[src/hw/dmul_pkg.sv]
// Package: widths, digit positions and sequencer states for the decimal multiplier
package dmul_pkg;
    localparam int DIGITS      = 10;
    localparam int ACC_DIGITS  = 22;
    localparam int EXTRA_POS   = 0;
    localparam int COUNT_POS   = 1;
    localparam int LOWER_LO    = 2;
    localparam int HIGH_POS    = 21;
    localparam logic [3:0] NINE      = 4'h9;
    localparam logic [3:0] ZERO_DIG  = 4'h0;
    localparam logic [3:0] ONE_DIG   = 4'h1;
    localparam logic [3:0] END_COUNT = 4'ha;

    typedef enum logic [2:0] {
        ST_IDLE  = 3'b000,
        ST_READ  = 3'b001,
        ST_SETUP = 3'b010,
        ST_SHIFT = 3'b011,
        ST_ADD   = 3'b100,
        ST_DONE  = 3'b101
    } seq_state_t;
endpackage

[src/hw/dmul_acc_if.sv]
// Interface: accumulator digit store command and read bundle
interface dmul_acc_if;
    logic        load;
    logic [87:0] load_word;
    logic        write;
    logic [87:0] write_word;
    logic [87:0] read_word;
    modport seq (output load, output load_word, output write, output write_word,
                 input read_word);
    modport mem (input load, input load_word, input write, input write_word,
                 output read_word);
endinterface

[src/hw/decimal_multiply_sequencer.sv]
// Decimal multiply sequencer: shift-and-add over a BCD accumulator
// Contract
// - Ten by ten digits into twenty-digit accumulator
// - Read multiplicand into distributor before cycles
// - Shift all but extra, count positions left
// - Add multiplicand digit times; zero means shift
// - Ten shift-add steps, count in count position
// - Product sign from both factor signs
// - First cycle is always a left shift
// - Each shift bumps count, starting from zero
// - Test extra digit zero to pick next cycle
// - Zero repeats shift, nonzero starts adds
// - Add nine to digit, store in extra
// - Nonzero reduced digit adds again, zero shifts
// - Count carry at ten sets end latch
module decimal_multiply_sequencer (
    // Clock and reset
    input  wire logic        clk,
    input  wire logic        reset_n,
    // Instruction control
    input  wire logic        start,
    output logic             busy,
    output logic             done,
    // Storage read-in of the multiplicand
    output logic             read_req,
    input  wire logic        read_valid,
    input  wire logic [39:0] read_data,
    input  wire logic        read_sign,
    // Accumulator load and observation
    input  wire logic        acc_load,
    input  wire logic [39:0] acc_load_upper,
    input  wire logic [39:0] acc_load_lower,
    input  wire logic        acc_load_sign,
    output logic [39:0]      acc_upper,
    output logic [39:0]      acc_lower,
    output logic             acc_sign
);
    localparam int W = 4 * dmul_pkg::ACC_DIGITS;
    // Bit spans of the two ten-digit halves inside the store word
    localparam int HALF_W = 4 * dmul_pkg::DIGITS;
    localparam int LO_BIT = 4 * dmul_pkg::LOWER_LO;
    localparam int UP_BIT = LO_BIT + HALF_W;

    dmul_acc_if acc_bus ();

    dmul_acc_store u_store (
        .clk     (clk),
        .reset_n (reset_n),
        .acc     (acc_bus.mem)
    );

    dmul_pkg::seq_state_t state_ff, nxt_state;
    logic [39:0] dist_ff, nxt_dist;
    logic        dist_sign_ff, nxt_dist_sign;
    logic        sign_ff, nxt_sign;
    logic        end_ff, nxt_end;
    logic        busy_ff, nxt_busy;
    logic        done_ff, nxt_done;
    logic        req_ff, nxt_req;
    logic [39:0] up_ff, nxt_up;
    logic [39:0] lo_ff, nxt_lo;
    logic        wr;
    logic [W-1:0] wr_word;
    logic [W-1:0] cur;

    // One BCD digit add with carry
    function automatic logic [4:0] bcd_add(input logic [3:0] a, input logic [3:0] b,
                                          input logic ci);
        logic [4:0] s;
        s = {1'b0, a} + {1'b0, b} + {4'h0, ci};
        if (s > 5'd9) begin
            s = s + 5'd6;
        end
        return s;
    endfunction

    // Digit extraction from the accumulator word
    function automatic logic [3:0] dig(input logic [W-1:0] w, input int p);
        return w[4*p +: 4];
    endfunction

    assign cur = acc_bus.read_word;

    // Sequencer next state
    always_comb begin
        logic [W-1:0] sh;
        logic [4:0]   s;
        logic         c;
        logic [3:0]   red;
        sh = '0;
        s = '0;
        c = 1'b0;
        red = '0;
        nxt_state     = state_ff;
        nxt_dist      = dist_ff;
        nxt_dist_sign = dist_sign_ff;
        nxt_sign      = sign_ff;
        nxt_end       = end_ff;
        nxt_busy      = busy_ff;
        nxt_done      = 1'b0;
        nxt_req       = 1'b0;
        wr            = 1'b0;
        wr_word       = cur;
        case (state_ff)
            dmul_pkg::ST_IDLE: begin
                if (start) begin
                    nxt_state = dmul_pkg::ST_READ;
                    nxt_busy  = 1'b1;
                    nxt_req   = 1'b1;
                    nxt_end   = 1'b0;
                end
            end
            dmul_pkg::ST_READ: begin
                nxt_req = !read_valid;
                if (read_valid) begin
                    nxt_dist      = read_data;
                    nxt_dist_sign = read_sign;
                    nxt_state     = dmul_pkg::ST_SETUP;
                end
            end
            dmul_pkg::ST_SETUP: begin
                nxt_sign = sign_ff ^ dist_sign_ff;
                wr = 1'b1;
                wr_word[4*dmul_pkg::COUNT_POS +: 4] = dmul_pkg::ZERO_DIG;
                nxt_state = dmul_pkg::ST_SHIFT;
            end
            dmul_pkg::ST_SHIFT: begin
                sh = cur;
                for (int p = dmul_pkg::HIGH_POS; p > dmul_pkg::LOWER_LO; p--) begin
                    sh[4*p +: 4] = dig(cur, p - 1);
                end
                sh[4*dmul_pkg::LOWER_LO +: 4] = dmul_pkg::ZERO_DIG;
                sh[4*dmul_pkg::EXTRA_POS +: 4] = dig(cur, dmul_pkg::HIGH_POS);
                s = bcd_add(dig(cur, dmul_pkg::COUNT_POS), dmul_pkg::ONE_DIG, 1'b0);
                sh[4*dmul_pkg::COUNT_POS +: 4] = s[3:0];
                if (dig(cur, dmul_pkg::COUNT_POS) + dmul_pkg::ONE_DIG == dmul_pkg::END_COUNT) begin
                    nxt_end = 1'b1;
                end
                wr = 1'b1;
                wr_word = sh;
                if (dig(cur, dmul_pkg::HIGH_POS) != dmul_pkg::ZERO_DIG) begin
                    nxt_state = dmul_pkg::ST_ADD;
                end else if (nxt_end) begin
                    nxt_state = dmul_pkg::ST_DONE;
                end
            end
            dmul_pkg::ST_ADD: begin
                c = 1'b0;
                for (int i = 0; i < dmul_pkg::DIGITS; i++) begin
                    s = bcd_add(dig(cur, dmul_pkg::LOWER_LO + i), dist_ff[4*i +: 4], c);
                    wr_word[4*(dmul_pkg::LOWER_LO + i) +: 4] = s[3:0];
                    c = s[4];
                end
                // Carry out of the lower half ripples into the upper half
                for (int i = dmul_pkg::LOWER_LO + dmul_pkg::DIGITS; i <= dmul_pkg::HIGH_POS;
                     i++) begin
                    s = bcd_add(dig(cur, i), dmul_pkg::ZERO_DIG, c);
                    wr_word[4*i +: 4] = s[3:0];
                    c = s[4];
                end
                s = bcd_add(dig(cur, dmul_pkg::EXTRA_POS), dmul_pkg::NINE, 1'b0);
                red = s[3:0];
                wr_word[4*dmul_pkg::EXTRA_POS +: 4] = red;
                wr = 1'b1;
                if (red == dmul_pkg::ZERO_DIG) begin
                    nxt_state = end_ff ? dmul_pkg::ST_DONE : dmul_pkg::ST_SHIFT;
                end
            end
            dmul_pkg::ST_DONE: begin
                nxt_busy  = 1'b0;
                nxt_done  = 1'b1;
                nxt_state = dmul_pkg::ST_IDLE;
            end
            default: begin
                nxt_state = dmul_pkg::ST_IDLE;
                nxt_busy  = 1'b0;
            end
        endcase
        if (acc_load && state_ff == dmul_pkg::ST_IDLE) begin
            nxt_sign = acc_load_sign;
        end
    end

    assign acc_bus.load      = acc_load && state_ff == dmul_pkg::ST_IDLE;
    assign acc_bus.load_word = {acc_load_upper, acc_load_lower, 8'h00};
    assign acc_bus.write     = wr;
    assign acc_bus.write_word = wr_word;

    // Output copies registered so every output comes from a flip-flop
    always_comb begin
        nxt_up = wr ? wr_word[UP_BIT +: HALF_W] : cur[UP_BIT +: HALF_W];
        nxt_lo = wr ? wr_word[LO_BIT +: HALF_W] : cur[LO_BIT +: HALF_W];
        // A load only happens in idle, where the sequencer never writes
        if (acc_bus.load) begin
            nxt_up = acc_load_upper;
            nxt_lo = acc_load_lower;
        end
    end

    always_ff @(posedge clk or negedge reset_n) begin
        if (!reset_n) begin
            state_ff     <= dmul_pkg::ST_IDLE;
            dist_ff      <= '0;
            dist_sign_ff <= 1'b0;
            sign_ff      <= 1'b0;
            end_ff       <= 1'b0;
            busy_ff      <= 1'b0;
            done_ff      <= 1'b0;
            req_ff       <= 1'b0;
            up_ff        <= '0;
            lo_ff        <= '0;
        end else begin
            state_ff     <= nxt_state;
            dist_ff      <= nxt_dist;
            dist_sign_ff <= nxt_dist_sign;
            sign_ff      <= nxt_sign;
            end_ff       <= nxt_end;
            busy_ff      <= nxt_busy;
            done_ff      <= nxt_done;
            req_ff       <= nxt_req;
            up_ff        <= nxt_up;
            lo_ff        <= nxt_lo;
        end
    end

    assign busy      = busy_ff;
    assign done      = done_ff;
    assign read_req  = req_ff;
    assign acc_upper = up_ff;
    assign acc_lower = lo_ff;
    assign acc_sign  = sign_ff;
endmodule // decimal_multiply_sequencer

[src/hw/dmul_acc_store.sv]
// Accumulator digit store: 22 BCD digits, registered read data
module dmul_acc_store (
    // Clock and reset
    input wire logic clk,
    input wire logic reset_n,
    // Accumulator access
    dmul_acc_if.mem  acc
);
    logic [87:0] word_ff;
    logic [87:0] nxt_word;

    // Load from the user side takes priority over the sequencer write
    always_comb begin
        nxt_word = word_ff;
        if (acc.load) begin
            nxt_word = acc.load_word;
        end else if (acc.write) begin
            nxt_word = acc.write_word;
        end
    end

    always_ff @(posedge clk or negedge reset_n) begin
        if (!reset_n) begin
            word_ff <= '0;
        end else begin
            word_ff <= nxt_word;
        end
    end

    assign acc.read_word = word_ff;
endmodule // dmul_acc_store

[config.mk]
export PLATFORM = sky130hd
export DESIGN_NAME = decimal_multiply_sequencer
export DESIGN_NICKNAME = d
export VERILOG_FILES = /design/src/hw/dmul_pkg.sv /design/src/hw/dmul_acc_if.sv /design/src/hw/decimal_multiply_sequencer.sv /design/src/hw/dmul_acc_store.sv
export SDC_FILE = /design/constraint.sdc
export NUM_CORES = 1
export LEC_CHECK = 0
export CORE_AREA = 4 4 173 175
export CTS_CLUSTER_DIAMETER = 50
export DETAILED_ROUTE_END_ITERATION = 10
export DIE_AREA = 0 0 177 179
export DONT_BUFFER_PORTS = 1
export GPL_TIMING_DRIVEN = 0
export HOLD_SLACK_MARGIN = 0.15
export SLEW_MARGIN = 10
export SYNTH_ARGS = -nofsm -noshare
export SYNTH_HDL_FRONTEND = slang
export SYNTH_SLANG_ARGS = --single-unit
[constraint.sdc]
create_clock -name clk -period 28.5 [get_ports clk]
set_input_delay 1.425 -clock clk [delete_from_list [all_inputs] [get_ports clk]]
set_output_delay 1.425 -clock clk [all_outputs]
set_load 0.05 [all_outputs]
---- Yosys cells after proc, flatten, opt, wreduce, memory -nomap -nowiden ----
Index checks and enable logic that the tools add are counted.
word-level totals
  bits in registers ....................... 217
  latch bits .............................. 0
  bits in writable memories ............... 0
  ROM bits ................................ 0
  input port bits ......................... 127
  output and inout bits ................... 84
  memories ................................ 0
operators by class
  add/subtract/negate cells ............... 54
  $mul .................................... 0
  div/mod/pow operators ................... 0
  order comparisons ....................... 22
  equality and inequality tests ........... 10
  shift-type cells ........................ 0
  multiplexer cells ....................... 70
  bitwise gates (word level) .............. 2
  reduce and logical (&&, ||, !) cells .... 18
operators with widths
  operator                                                               number
  5-bit two-way mux                                                      38
  88-bit two-way mux                                                     2
  40-bit two-way mux                                                     4
  80-bit one-hot mux with 2 select lines                                 1
  5-bit by 4-bit > comparator with 1-bit output (second input constant)  22
  5-bit by 3-bit adder with 5-bit output (second input constant)         19
  4-bit by 1-bit adder with 5-bit output                                 10
  4-bit by 4-bit adder with 5-bit output                                 10
  5-bit by 1-bit adder with 5-bit output                                 9
  3-bit two-way mux                                                      6
  4-bit two-way mux                                                      4
  4-bit one-hot mux with 2 select lines                                  2
  3-bit one-hot mux with 5 select lines                                  1
  4-bit by 3-bit adder with 4-bit output (second input constant)         3
  2-bit AND reduction                                                    5
  1-bit two-way mux                                                      9
  3-bit by 2-bit == test with 1-bit output (second input constant)       2
  3-bit == test (second input constant)                                  2
  2-bit != test (second input constant)                                  3
  1-bit one-hot mux with 2 select lines                                  3
  2-bit nonzero test                                                     3
  3-bit nonzero test                                                     2
  4-bit by 1-bit adder with 5-bit output (second input constant)         1
  4-bit by 4-bit adder with 5-bit output (second input constant)         1
  other kinds (14)                                                       14

---- Logic depth before layout (Yosys ltp) ----
Gate-level depths: netlist (run 1).
  word-level depth ........................ 82
  gate-level depth with buffers ........... 129
  mapped depth without buffers ............ 128

---- By module ----
Synthesis (run 1) repeated with hierarchy kept, for this count alone.
second synthesis, totals
  cells, all modules ...................... 1694
  area, all modules ....................... 15521.1 um^2
by module, submodules not included
  module                      instances  cells each  area each (um^2)  seq. area each (um^2)
  decimal_multiply_sequencer  1          1313        11448.5           3228.1
  dmul_acc_store              1          381         4072.7            2202.1

---- Worst setup path before layout (run 1) ----
No wires, ideal clock.
  kind .................................... register -> register
  from .................................... register u_store.word_ff[8] (netlist: u_store.acc.read_word[8])
  to ...................................... register up_ff[38] (netlist: acc_upper[38])
  setup time .............................. 0.076 ns
  arrival time ............................ 21.916 ns
  data required time ...................... 28.424 ns
  setup slack ............................. 6.508 ns
  stages on the path, launching flop included .. 126
  path buffers ............................ 2
  cells stage by stage .................... dfrtp_1 > ha_1 > inv_1 > fa_1 > xor2_1 > nand2_1 > nand2_1 > xnor2_1 > fa_1 > inv_1 > fa_1 > xnor2_1 > and2_1 > nand2b_1 > xnor2_1 > fa_1 > inv_1 > fa_1 > [90 not listed] > nand2_1 > nor2_1 > a21oi_1 > o21ai_0 > ha_1 > o21ai_0 > nand2_1 > o21ai_0 > nand2_1 > nand2_1 > ha_1 > ha_1 > xnor2_1 > ha_1 > nor2b_1 > o31ai_1 > mux2_2 > o21ai_1
between the ends
  cells in the longest elaborated chain, start to end .. 82
  elaborated cells between the ends (all ways) .. 102
  those cells by class .................... add/sub (40); order compare (20); mux (42)
RTL lines
  element                                                                                                         line                                                                RTL
  start: declaration                                                                                              dmul_acc_store.sv:9                                                 logic [87:0] word_ff;
  start signal: assignment                                                                                        dmul_acc_store.sv:26                                                word_ff <= nxt_word;
  4-bit by 4-bit adder with 5-bit output *                                                                        decimal_multiply_sequencer.sv:70                                    s = {1'b0, a} + {1'b0, b} + {4'h0, ci};
  5-bit by 3-bit adder with 5-bit output / 5-bit by 4-bit > comparator with 1-bit output (equally long branches)  decimal_multiply_sequencer.sv:72, decimal_multiply_sequencer.sv:71
  5-bit two-way mux *                                                                                             decimal_multiply_sequencer.sv:71                                    if (s > 5'd9) begin
  5-bit two-way mux *                                                                                             decimal_multiply_sequencer.sv:104                                   case (state_ff)
  5-bit by 1-bit adder with 5-bit output *                                                                        decimal_multiply_sequencer.sv:70
  5-bit by 3-bit adder with 5-bit output / 5-bit by 4-bit > comparator with 1-bit output (equally long branches)  decimal_multiply_sequencer.sv:72, decimal_multiply_sequencer.sv:71
  5-bit two-way mux *                                                                                             decimal_multiply_sequencer.sv:71
  5-bit two-way mux *                                                                                             decimal_multiply_sequencer.sv:104
  [67 not listed]                                                                                                 --
  5-bit two-way mux *                                                                                             decimal_multiply_sequencer.sv:104
  4-bit by 1-bit adder with 5-bit output *                                                                        decimal_multiply_sequencer.sv:70
  4-bit by 3-bit adder with 4-bit output / 5-bit by 4-bit > comparator with 1-bit output (equally long branches)  decimal_multiply_sequencer.sv:72, decimal_multiply_sequencer.sv:71
  4-bit two-way mux *                                                                                             decimal_multiply_sequencer.sv:71
  80-bit one-hot mux with 2 select lines *                                                                        decimal_multiply_sequencer.sv:104
  40-bit two-way mux *                                                                                            decimal_multiply_sequencer.sv:191                                   nxt_up = wr ? wr_word[UP_BIT +: HALF_W] : cur[UP_BIT +: HALF_W];
  40-bit two-way mux *                                                                                            decimal_multiply_sequencer.sv:194                                   if (acc_bus.load) begin
  named net nxt_up[38]                                                                                            decimal_multiply_sequencer.sv:60                                    logic [39:0] up_ff, nxt_up;
  end signal: assignment                                                                                          decimal_multiply_sequencer.sv:221                                   up_ff <= nxt_up;
  end: declaration                                                                                                decimal_multiply_sequencer.sv:60
Mark *: on every way through the listed nets, which the timed path passes. The rest lies on a longest branch. The select of a mux whose other input is x is not followed.
A chain may end at the register's enable or synchronous reset.

---- Worst setup path in the final report (run 1) ----
Same ends and word-level chain as after synthesis.

==> metrics.md, run 1 <==
| Metric | Value |
|---|---|
| Worst skew pair latency | between 0.5 and 0.6 ns |
| Worst-margin pin slew | 1.11 ns |
| H-tree Lvls | 2 |
| Die area | 31700 sq um |
| Layout cell share with drive strength beyond 1 | 0.0980 |
| Worst hold start | dist_ff[10] |
| First-pass GRT wire length | 68.7 mm |
| RR Startpoint | u_store.acc.read_word[8] |
| CTS tree | built |
| Sum Neg Setup Slack | 0 ns |
| Post-CTS Hold Buffers | 0 |
| Synth Net Count | 1693 |
| Critical-path top delay cell | fa_1 |
| Slew headroom | 0.262 |
| Min cycle time layout | around 26 ns |
| Max-slew violations | 0 |
| Worst hold stages | 1 |
| Setup crit end kind | flop |
| Vias per inst | 6.35 |
| Layout area overhead | 11.7% |
| Port Buffer Count | 0 |
| Crit Path Category | flop to flop |
| Seq cells post-synth | 217 |
| Vias | 12200 |
| CP bufs+invs | 13 |
| Hold Path Sink | dist_ff[10] |
| Largest net degree at the start of global routing | ~220 |
| Crit path max-delay family | adder cells |
| Antenna-violating nets left | 0 |
| Maximum clock path buffer count | 3 |
| Final setup fails | 0 |
| Met1 Track Usage GR | 0.368 |
| Post-route cell area | 15700 sq um |
| Resized Gates After CTS | 0 |
| Commonest non-fill, non-tap cell in the layout | dfrtp_1 |
| GRT Util Overall | 0.286 |
| R2R Path End | acc_upper[38] |
| Sequential area share after synthesis | 0.387 |
| Die H | around 180 um |
| CTS Buf Count | 35 |
| M3 GR Usage | 0.0822 |
| Drt wl/cell | between 20 and 25 um |
| Iteration count of the initial detailed-routing pass | 8 |
| Initial core utilization | 0.492 |
| CP peak stage delay | ~0.47 ns |
| WP data required | 28.93 ns |
| I/O Pins | around 210 |
| Nets@finish | approximately 1700 |
| Vias in the first global route | 11400 |
| Area of placed instances | 14500 sq um |
| Crit path launch type | flop |
| Netlist cell types | 65 |
| Async set or reset register ratio after synthesis | 1.00 |
| Post-route DRC | 0 |
| GRT Max-Usage Layer | met2 |
| Post-Route Skew | roughly 0.012 ns |
| Final wirelength | 46.5 mm |
| Rows | 62 |
| CP arrival | about 26 ns |
| Warning count from the yosys run | 0 |
| Peak Freq | 38.4 MHz |
| Status | complete, no violations |
| Largest cells by area after synthesis | dfrtp_1 39%, ha_1 7.1%, o21ai_0 4.4% |
| Detailed-placement wirelength estimate | 32.7 mm |
| Final Wtd Congestion | 0.943 |
| Final Hold Fails | 0 |
| # Post-CTS Setup Buffers | 0 |
| Mapped cell area | 14000 sq um |
| Root Driver | clkbuf_16 |
| Core area | ~28000 sq um |
| GRT met2 Usage | 0.459 |
| Total gr overflow | 0 |
| Most used DFF post-synth | dfrtp_1 |
| Reg2reg setup slack | 2.47 ns |
| Clock sinks | 217 |
| Post-synth top area share | 0.388 |
| Hold crit path type | flop to flop |
| Initial DRC Count | about 1500 |
| Post-synth top area cell | dfrtp_1 |
| Leading cell types in the layout, fill and taps excluded | 217 x dfrtp_1, 124 x o21ai_0, 113 x nand2_1 |
| R2R cell count | around 120 |
| Final Cycle Share | 0.913 |
| Initial antenna violation count | 2 |
| Place WS | about 2.9 ns |
| Avg Cell Area, Syn | 9.55 sq um |
| Die X | between 150 and 200 um |
| Worst Path Max Fanout | 8 |
| Syn Inst Count | 1467 |
| Number of flops mapped to enable cells by yosys | 0 |
| Max-cap violations | 0 |
| Clk pin slew, worst setup/hold paths | 0.05 ns |
| Final worst setup slack | around 2.5 ns |
-- final cells by class --
| cell class | instances | area, sq um |
|---|---|---|
| diodes | 1 | 2.50 |
| plain buffers | 106 | 443 |
| clock inverters | 23 | 214 |
| clock buffers | 40 | 937 |
| inverters | 73 | 274 |
| flip-flops and latches | 217 | 5430 |
| fillers | 2563 | 12800 |
| well taps | 384 | 480 |
| multi-input cells | 1071 | 7870 |
-- flip-flops by register name, indices dropped and copies added (netlist names) --
register / flops
end_ff: 1
dist_sign_ff: 1
u_store.acc.read_word: 88
state_ff: 3
busy: 1
read_req: 1
done: 1
dist_ff: 40
acc_upper: 40
acc_sign: 1
acc_lower: 40
-- Yosys cell counts, types with 6 or more instances --
library cell	count
and3_1	11
or3_1	6
mux2_2	40
a222oi_1	47
mux2_1	23
a21oi_1	86
a211o_1	12
o21ai_0	124
nor2b_1	10
nor3b_1	9
a221o_1	41
nand3_1	40
ha_1	80
nor2_1	75
clkbuf_1	62
fa_1	19
nand2b_1	18
a21o_1	31
and2_1	10
o211ai_1	13
xor2_1	24
a31oi_1	22
dfrtp_1	217
nand3b_1	9
nor3_1	18
buf_2	30
o21ai_1	17
inv_1	73
buf_1	12
o22ai_1	14
o31ai_1	19
a221oi_1	10
mux2i_1	20
xnor2_1	39
nand2_1	113
a22oi_1	22
-- per-stage QoR --
stage	std cells	hold WS (ns)	utilization
after floorplan	1467	0.458	-
after global placement	1851	0.474	0.509
after detailed placement	1851	0.478	0.509
after CTS	1914	0.491	0.550
after global routing	1914	0.509	0.550
final	1915	0.486	0.550
-- routing by layer --
layer | vias up | routed length [um]
li1 | 5514 | -
met5 | - | 8
met2 | 579 | 21500
met3 | 109 | 4550
met4 | 2 | 1930
met1 | 5950 | 18500
-- worst register-to-register path: cells and delay by family, from the launching register on --
family / cells / cell delay, ns
xor gates and xnor gates: 17 / 4.31
and+or+nand+nor: 39 / 5.14
DFF: 1 / 0.41
buffers and inverters: 13 / 1.50
AOI/OAI and AO/OA: 23 / 4.40
adders and majority gates: 31 / 9.77
muxes: 1 / 0.40
-- cells by family (layout without fill, tap and decap cells) --
logic type	Yosys count	count (layout)	share of synthesized area
xor gates and xnor gates	63	63	0.0394
other	0	1	0
muxes	83	83	0.0649
DFF	217	217	0.388
buffers and inverters	179	242	0.0512
and+or+nand+nor	337	337	0.116
AOI/OAI and AO/OA	489	489	0.243
adders and majority gates	99	99	0.0986
-- worst max path at each step --
| stage | startpoint | end | cells after the start |
|---|---|---|---|
| after floorplan | u_store.acc.read_word[8] | acc_upper[38] | 125 |
| after CTS | u_store.acc.read_word[8] | acc_upper[38] | 125 |
| final | u_store.acc.read_word[8] | acc_upper[38] | 124 |
| after global placement | u_store.acc.read_word[8] | acc_upper[38] | 125 |
| after detailed placement | u_store.acc.read_word[8] | acc_upper[38] | 125 |
| after global routing | u_store.acc.read_word[8] | u_store.acc.read_word[86] | 125 |
Power of run 1 is left out: the tool's default activity adds up to more than one toggle a clock period on the data nets, which glitch-free logic cannot reach.
==> run 2: changes to the inputs <==
PLACE_DENSITY = 0.67   (was unset)
RECOVER_POWER = 50   (was unset)
clock period = 22.9 ns   (was 28.5 ns; I/O delays follow)
==> run 2 against run 1 <==
Hold slack worse by 0.14 ns. Setup slack worse by 1.7 ns. Sequential share of layout area is 2.8 points lower.
==> metrics.md, run 2 (synthesis results as in run 1) <==
| Metric | Value |
|---|---|
| Status | complete, no violations (unchanged) |
| Core area | 28500 sq um (unchanged) |
| Area of the multi-input gates | 8730 sq um (was 7870 sq um) |
| Vias per inst | 6.49 (was 6.35) |
| Reg2reg setup slack | 0.74 ns (was 2.47 ns) |
| Fillers | 2390 (was 2563) |
| Largest net degree at the start of global routing | 218 (unchanged) |
| Final worst setup slack | 0.737 ns (was 2.47 ns) |
| Max reg flops | 88 (unchanged) |
| Post-route DRC | 0 (unchanged) |
| Critical-path top delay cell | fa_2 (was fa_1) |
| I/O Pins | 211 (unchanged) |
| Commonest non-fill, non-tap cell in the layout | dfrtp_1 (unchanged) |
| Vias in the first global route | 12200 (was 11400) |
| FF/Latch Area | 5430 sq um (unchanged) |
| Peak Freq | 45.1 MHz (was 38.4 MHz) |
| CTS tree | built (unchanged) |
| Final design utilization | 0.598 (was 0.550) |
| Clock sinks | 217 (unchanged) |
| First-pass GRT wire length | 70.8 mm (was 68.7 mm) |
| Port Buffer Count | 0 (unchanged) |
| H-tree Lvls | 2 (unchanged) |
| Detailed-placement wirelength estimate | 32.9 mm (was 32.7 mm) |
| Worst Path Max Fanout | 7 (was 8) |
| Max-slew violations | 0 (unchanged) |
| Ant diodes | 0 (was 1) |
| Final Cycle Share | 0.968 (was 0.913) |
| Final Wtd Congestion | 0.921 (was 0.943) |
| Final setup fails | 0 (unchanged) |
| Initial DRC Count | 1396 (was 1524) |
| CP peak stage delay | 0.57 ns (was 0.47 ns) |
| Maximum clock path buffer count | 3 (unchanged) |
| Layout cell share with drive strength beyond 1 | 0.222 (was 0.0980) |
| Place WS | -2.76 ns (was 2.86 ns) |
| Critical path depth in cells | 125 (was 124) |
| RR Startpoint | u_store.acc.read_word[8] (unchanged) |
| R2R Path End | acc_upper[38] (unchanged) |
| Worst setup path end | acc_upper[38] (unchanged) |
| CTS Buf Count | 34 (was 35) |
| Worst skew pair latency | 0.51 ns (was 0.52 ns) |
| Antenna-violating nets left | 0 (unchanged) |
| Slew headroom | 0.0887 (was 0.262) |
| Min cycle time layout | 22.16 ns (was 26.03 ns) |
| Drt wl/cell | 24.7 um (was 24.3 um) |
| CP dominant cell by count | fa_2 |
| Root Driver | clkbuf_16 (unchanged) |
| Rows | 62 (unchanged) |
| Layout area overhead | 21.5% (was 11.7%) |
| Final wirelength | 48.6 mm (was 46.5 mm) |
| Max-cap violations | 0 (unchanged) |
| Setup crit end kind | flop (unchanged) |
| CP arrival | 22.58 ns (was 26.45 ns) |
| Initial antenna violation count | 2 (unchanged) |
| Iteration count of the initial detailed-routing pass | 8 (unchanged) |
| Vias | 12800 (was 12200) |
| Hold crit path type | input pin to async pin (was flop to flop) |
| Worst Setup SP | u_store.acc.read_word[8] (unchanged) |
| Nets@finish | 1788 (was 1730) |
| Clk pin slew, worst setup/hold paths | 0.06 ns (was 0.05 ns) |
| Crit Path Category | flop to flop (unchanged) |
| Sum Neg Setup Slack | 0 ns (unchanged) |
| Die area | 31700 sq um (unchanged) |
| R2R cell count | 125 (was 124) |
| Initial core utilization | 0.492 (unchanged) |
| Leading cell types in the layout, fill and taps excluded | 217 x dfrtp_1, 106 x o21ai_0, 104 x nand2_1 (was 217 x dfrtp_1, 124 x o21ai_0, 113 x nand2_1) |
| GRT Util Overall | 0.292 (was 0.286) |
| Post-Route Skew | 0.0163 ns (was 0.0119 ns) |
| Crit path max-delay family | adder cells (unchanged) |
| Final Hold Fails | 0 (unchanged) |
| Die X | 177 um (unchanged) |
| CP bufs+invs | 19 (was 13) |
| Crit path launch type | flop (unchanged) |
| Total gr overflow | 0 (unchanged) |
| Die H | 179 um (unchanged) |
| Worst-margin pin slew | 1.36 ns (was 1.11 ns) |
| WP data required | 23.32 ns (was 28.93 ns) |
run 2: cell count changes in the layout (fill, tap and decap cells not counted), moves of 17 or more:
cell	change
buf_4	+61
ha_1	-22
fa_1	-19
fa_2	+19
inv_1	-19
o21ai_0	-18
inv_2	+17
xnor2_1	-17
run 2: metrics by stage:
stage,hold WS (ns),std cells,area (sq um)
2_1_floorplan,0.458,1467,14000
3_3_place_gp,0.476,1851,14500
3_5_place_dp,0.482,1851,14500
4_1_cts,0.330,1927,16300
5_1_grt,0.323,1969,17000
6_report,0.344,1969,17000
run 2: worst min-delay path by stage:
stage / startpoint / end / slack (ns) / depth (start not counted)
after global routing: reset_n / u_store.acc.read_word[65] / 0.32 / 0
after floorplan: dist_sign_ff / dist_sign_ff / 0.46 / 1
after CTS: reset_n / acc_upper[17] / 0.33 / 0
after global placement: dist_ff[31] / dist_ff[31] / 0.48 / 1
after detailed placement: dist_ff[10] / dist_ff[10] / 0.48 / 1
final: reset_n / acc_upper[17] / 0.34 / 0
run 2: what timing repair did:
| action | 4_1_cts | 5_1_grt |
|---|---|---|
| hold buffers | 0 | 0 |
| endpoints found under the setup margin | 22 | 16 |
| buffers inserted | 19 | 42 |
| pin swaps | 21 | 55 |
| resized for setup | 92 | 117 |
run 2: cell type report:
type                       instances  share of cell area
buffer                           104              0.0254
clock inverter                    18              0.0162
timing repair buffer              61              0.0269
inverter                          73              0.0164
clock buffer                      41              0.0551
multi-input combinational       1071               0.513
tap                              384              0.0282
sequential                       217               0.319
run 2: metal layers:
metal	vias to the layer above	track usage	wire length, um
li1	5624	-	-
met2	709	0.475	22500
met1	6293	0.364	18500
met5	-	0	20
met3	153	0.0810	5250
met4	4	0.130	2330
Power of run 2 is left out for the same reason.
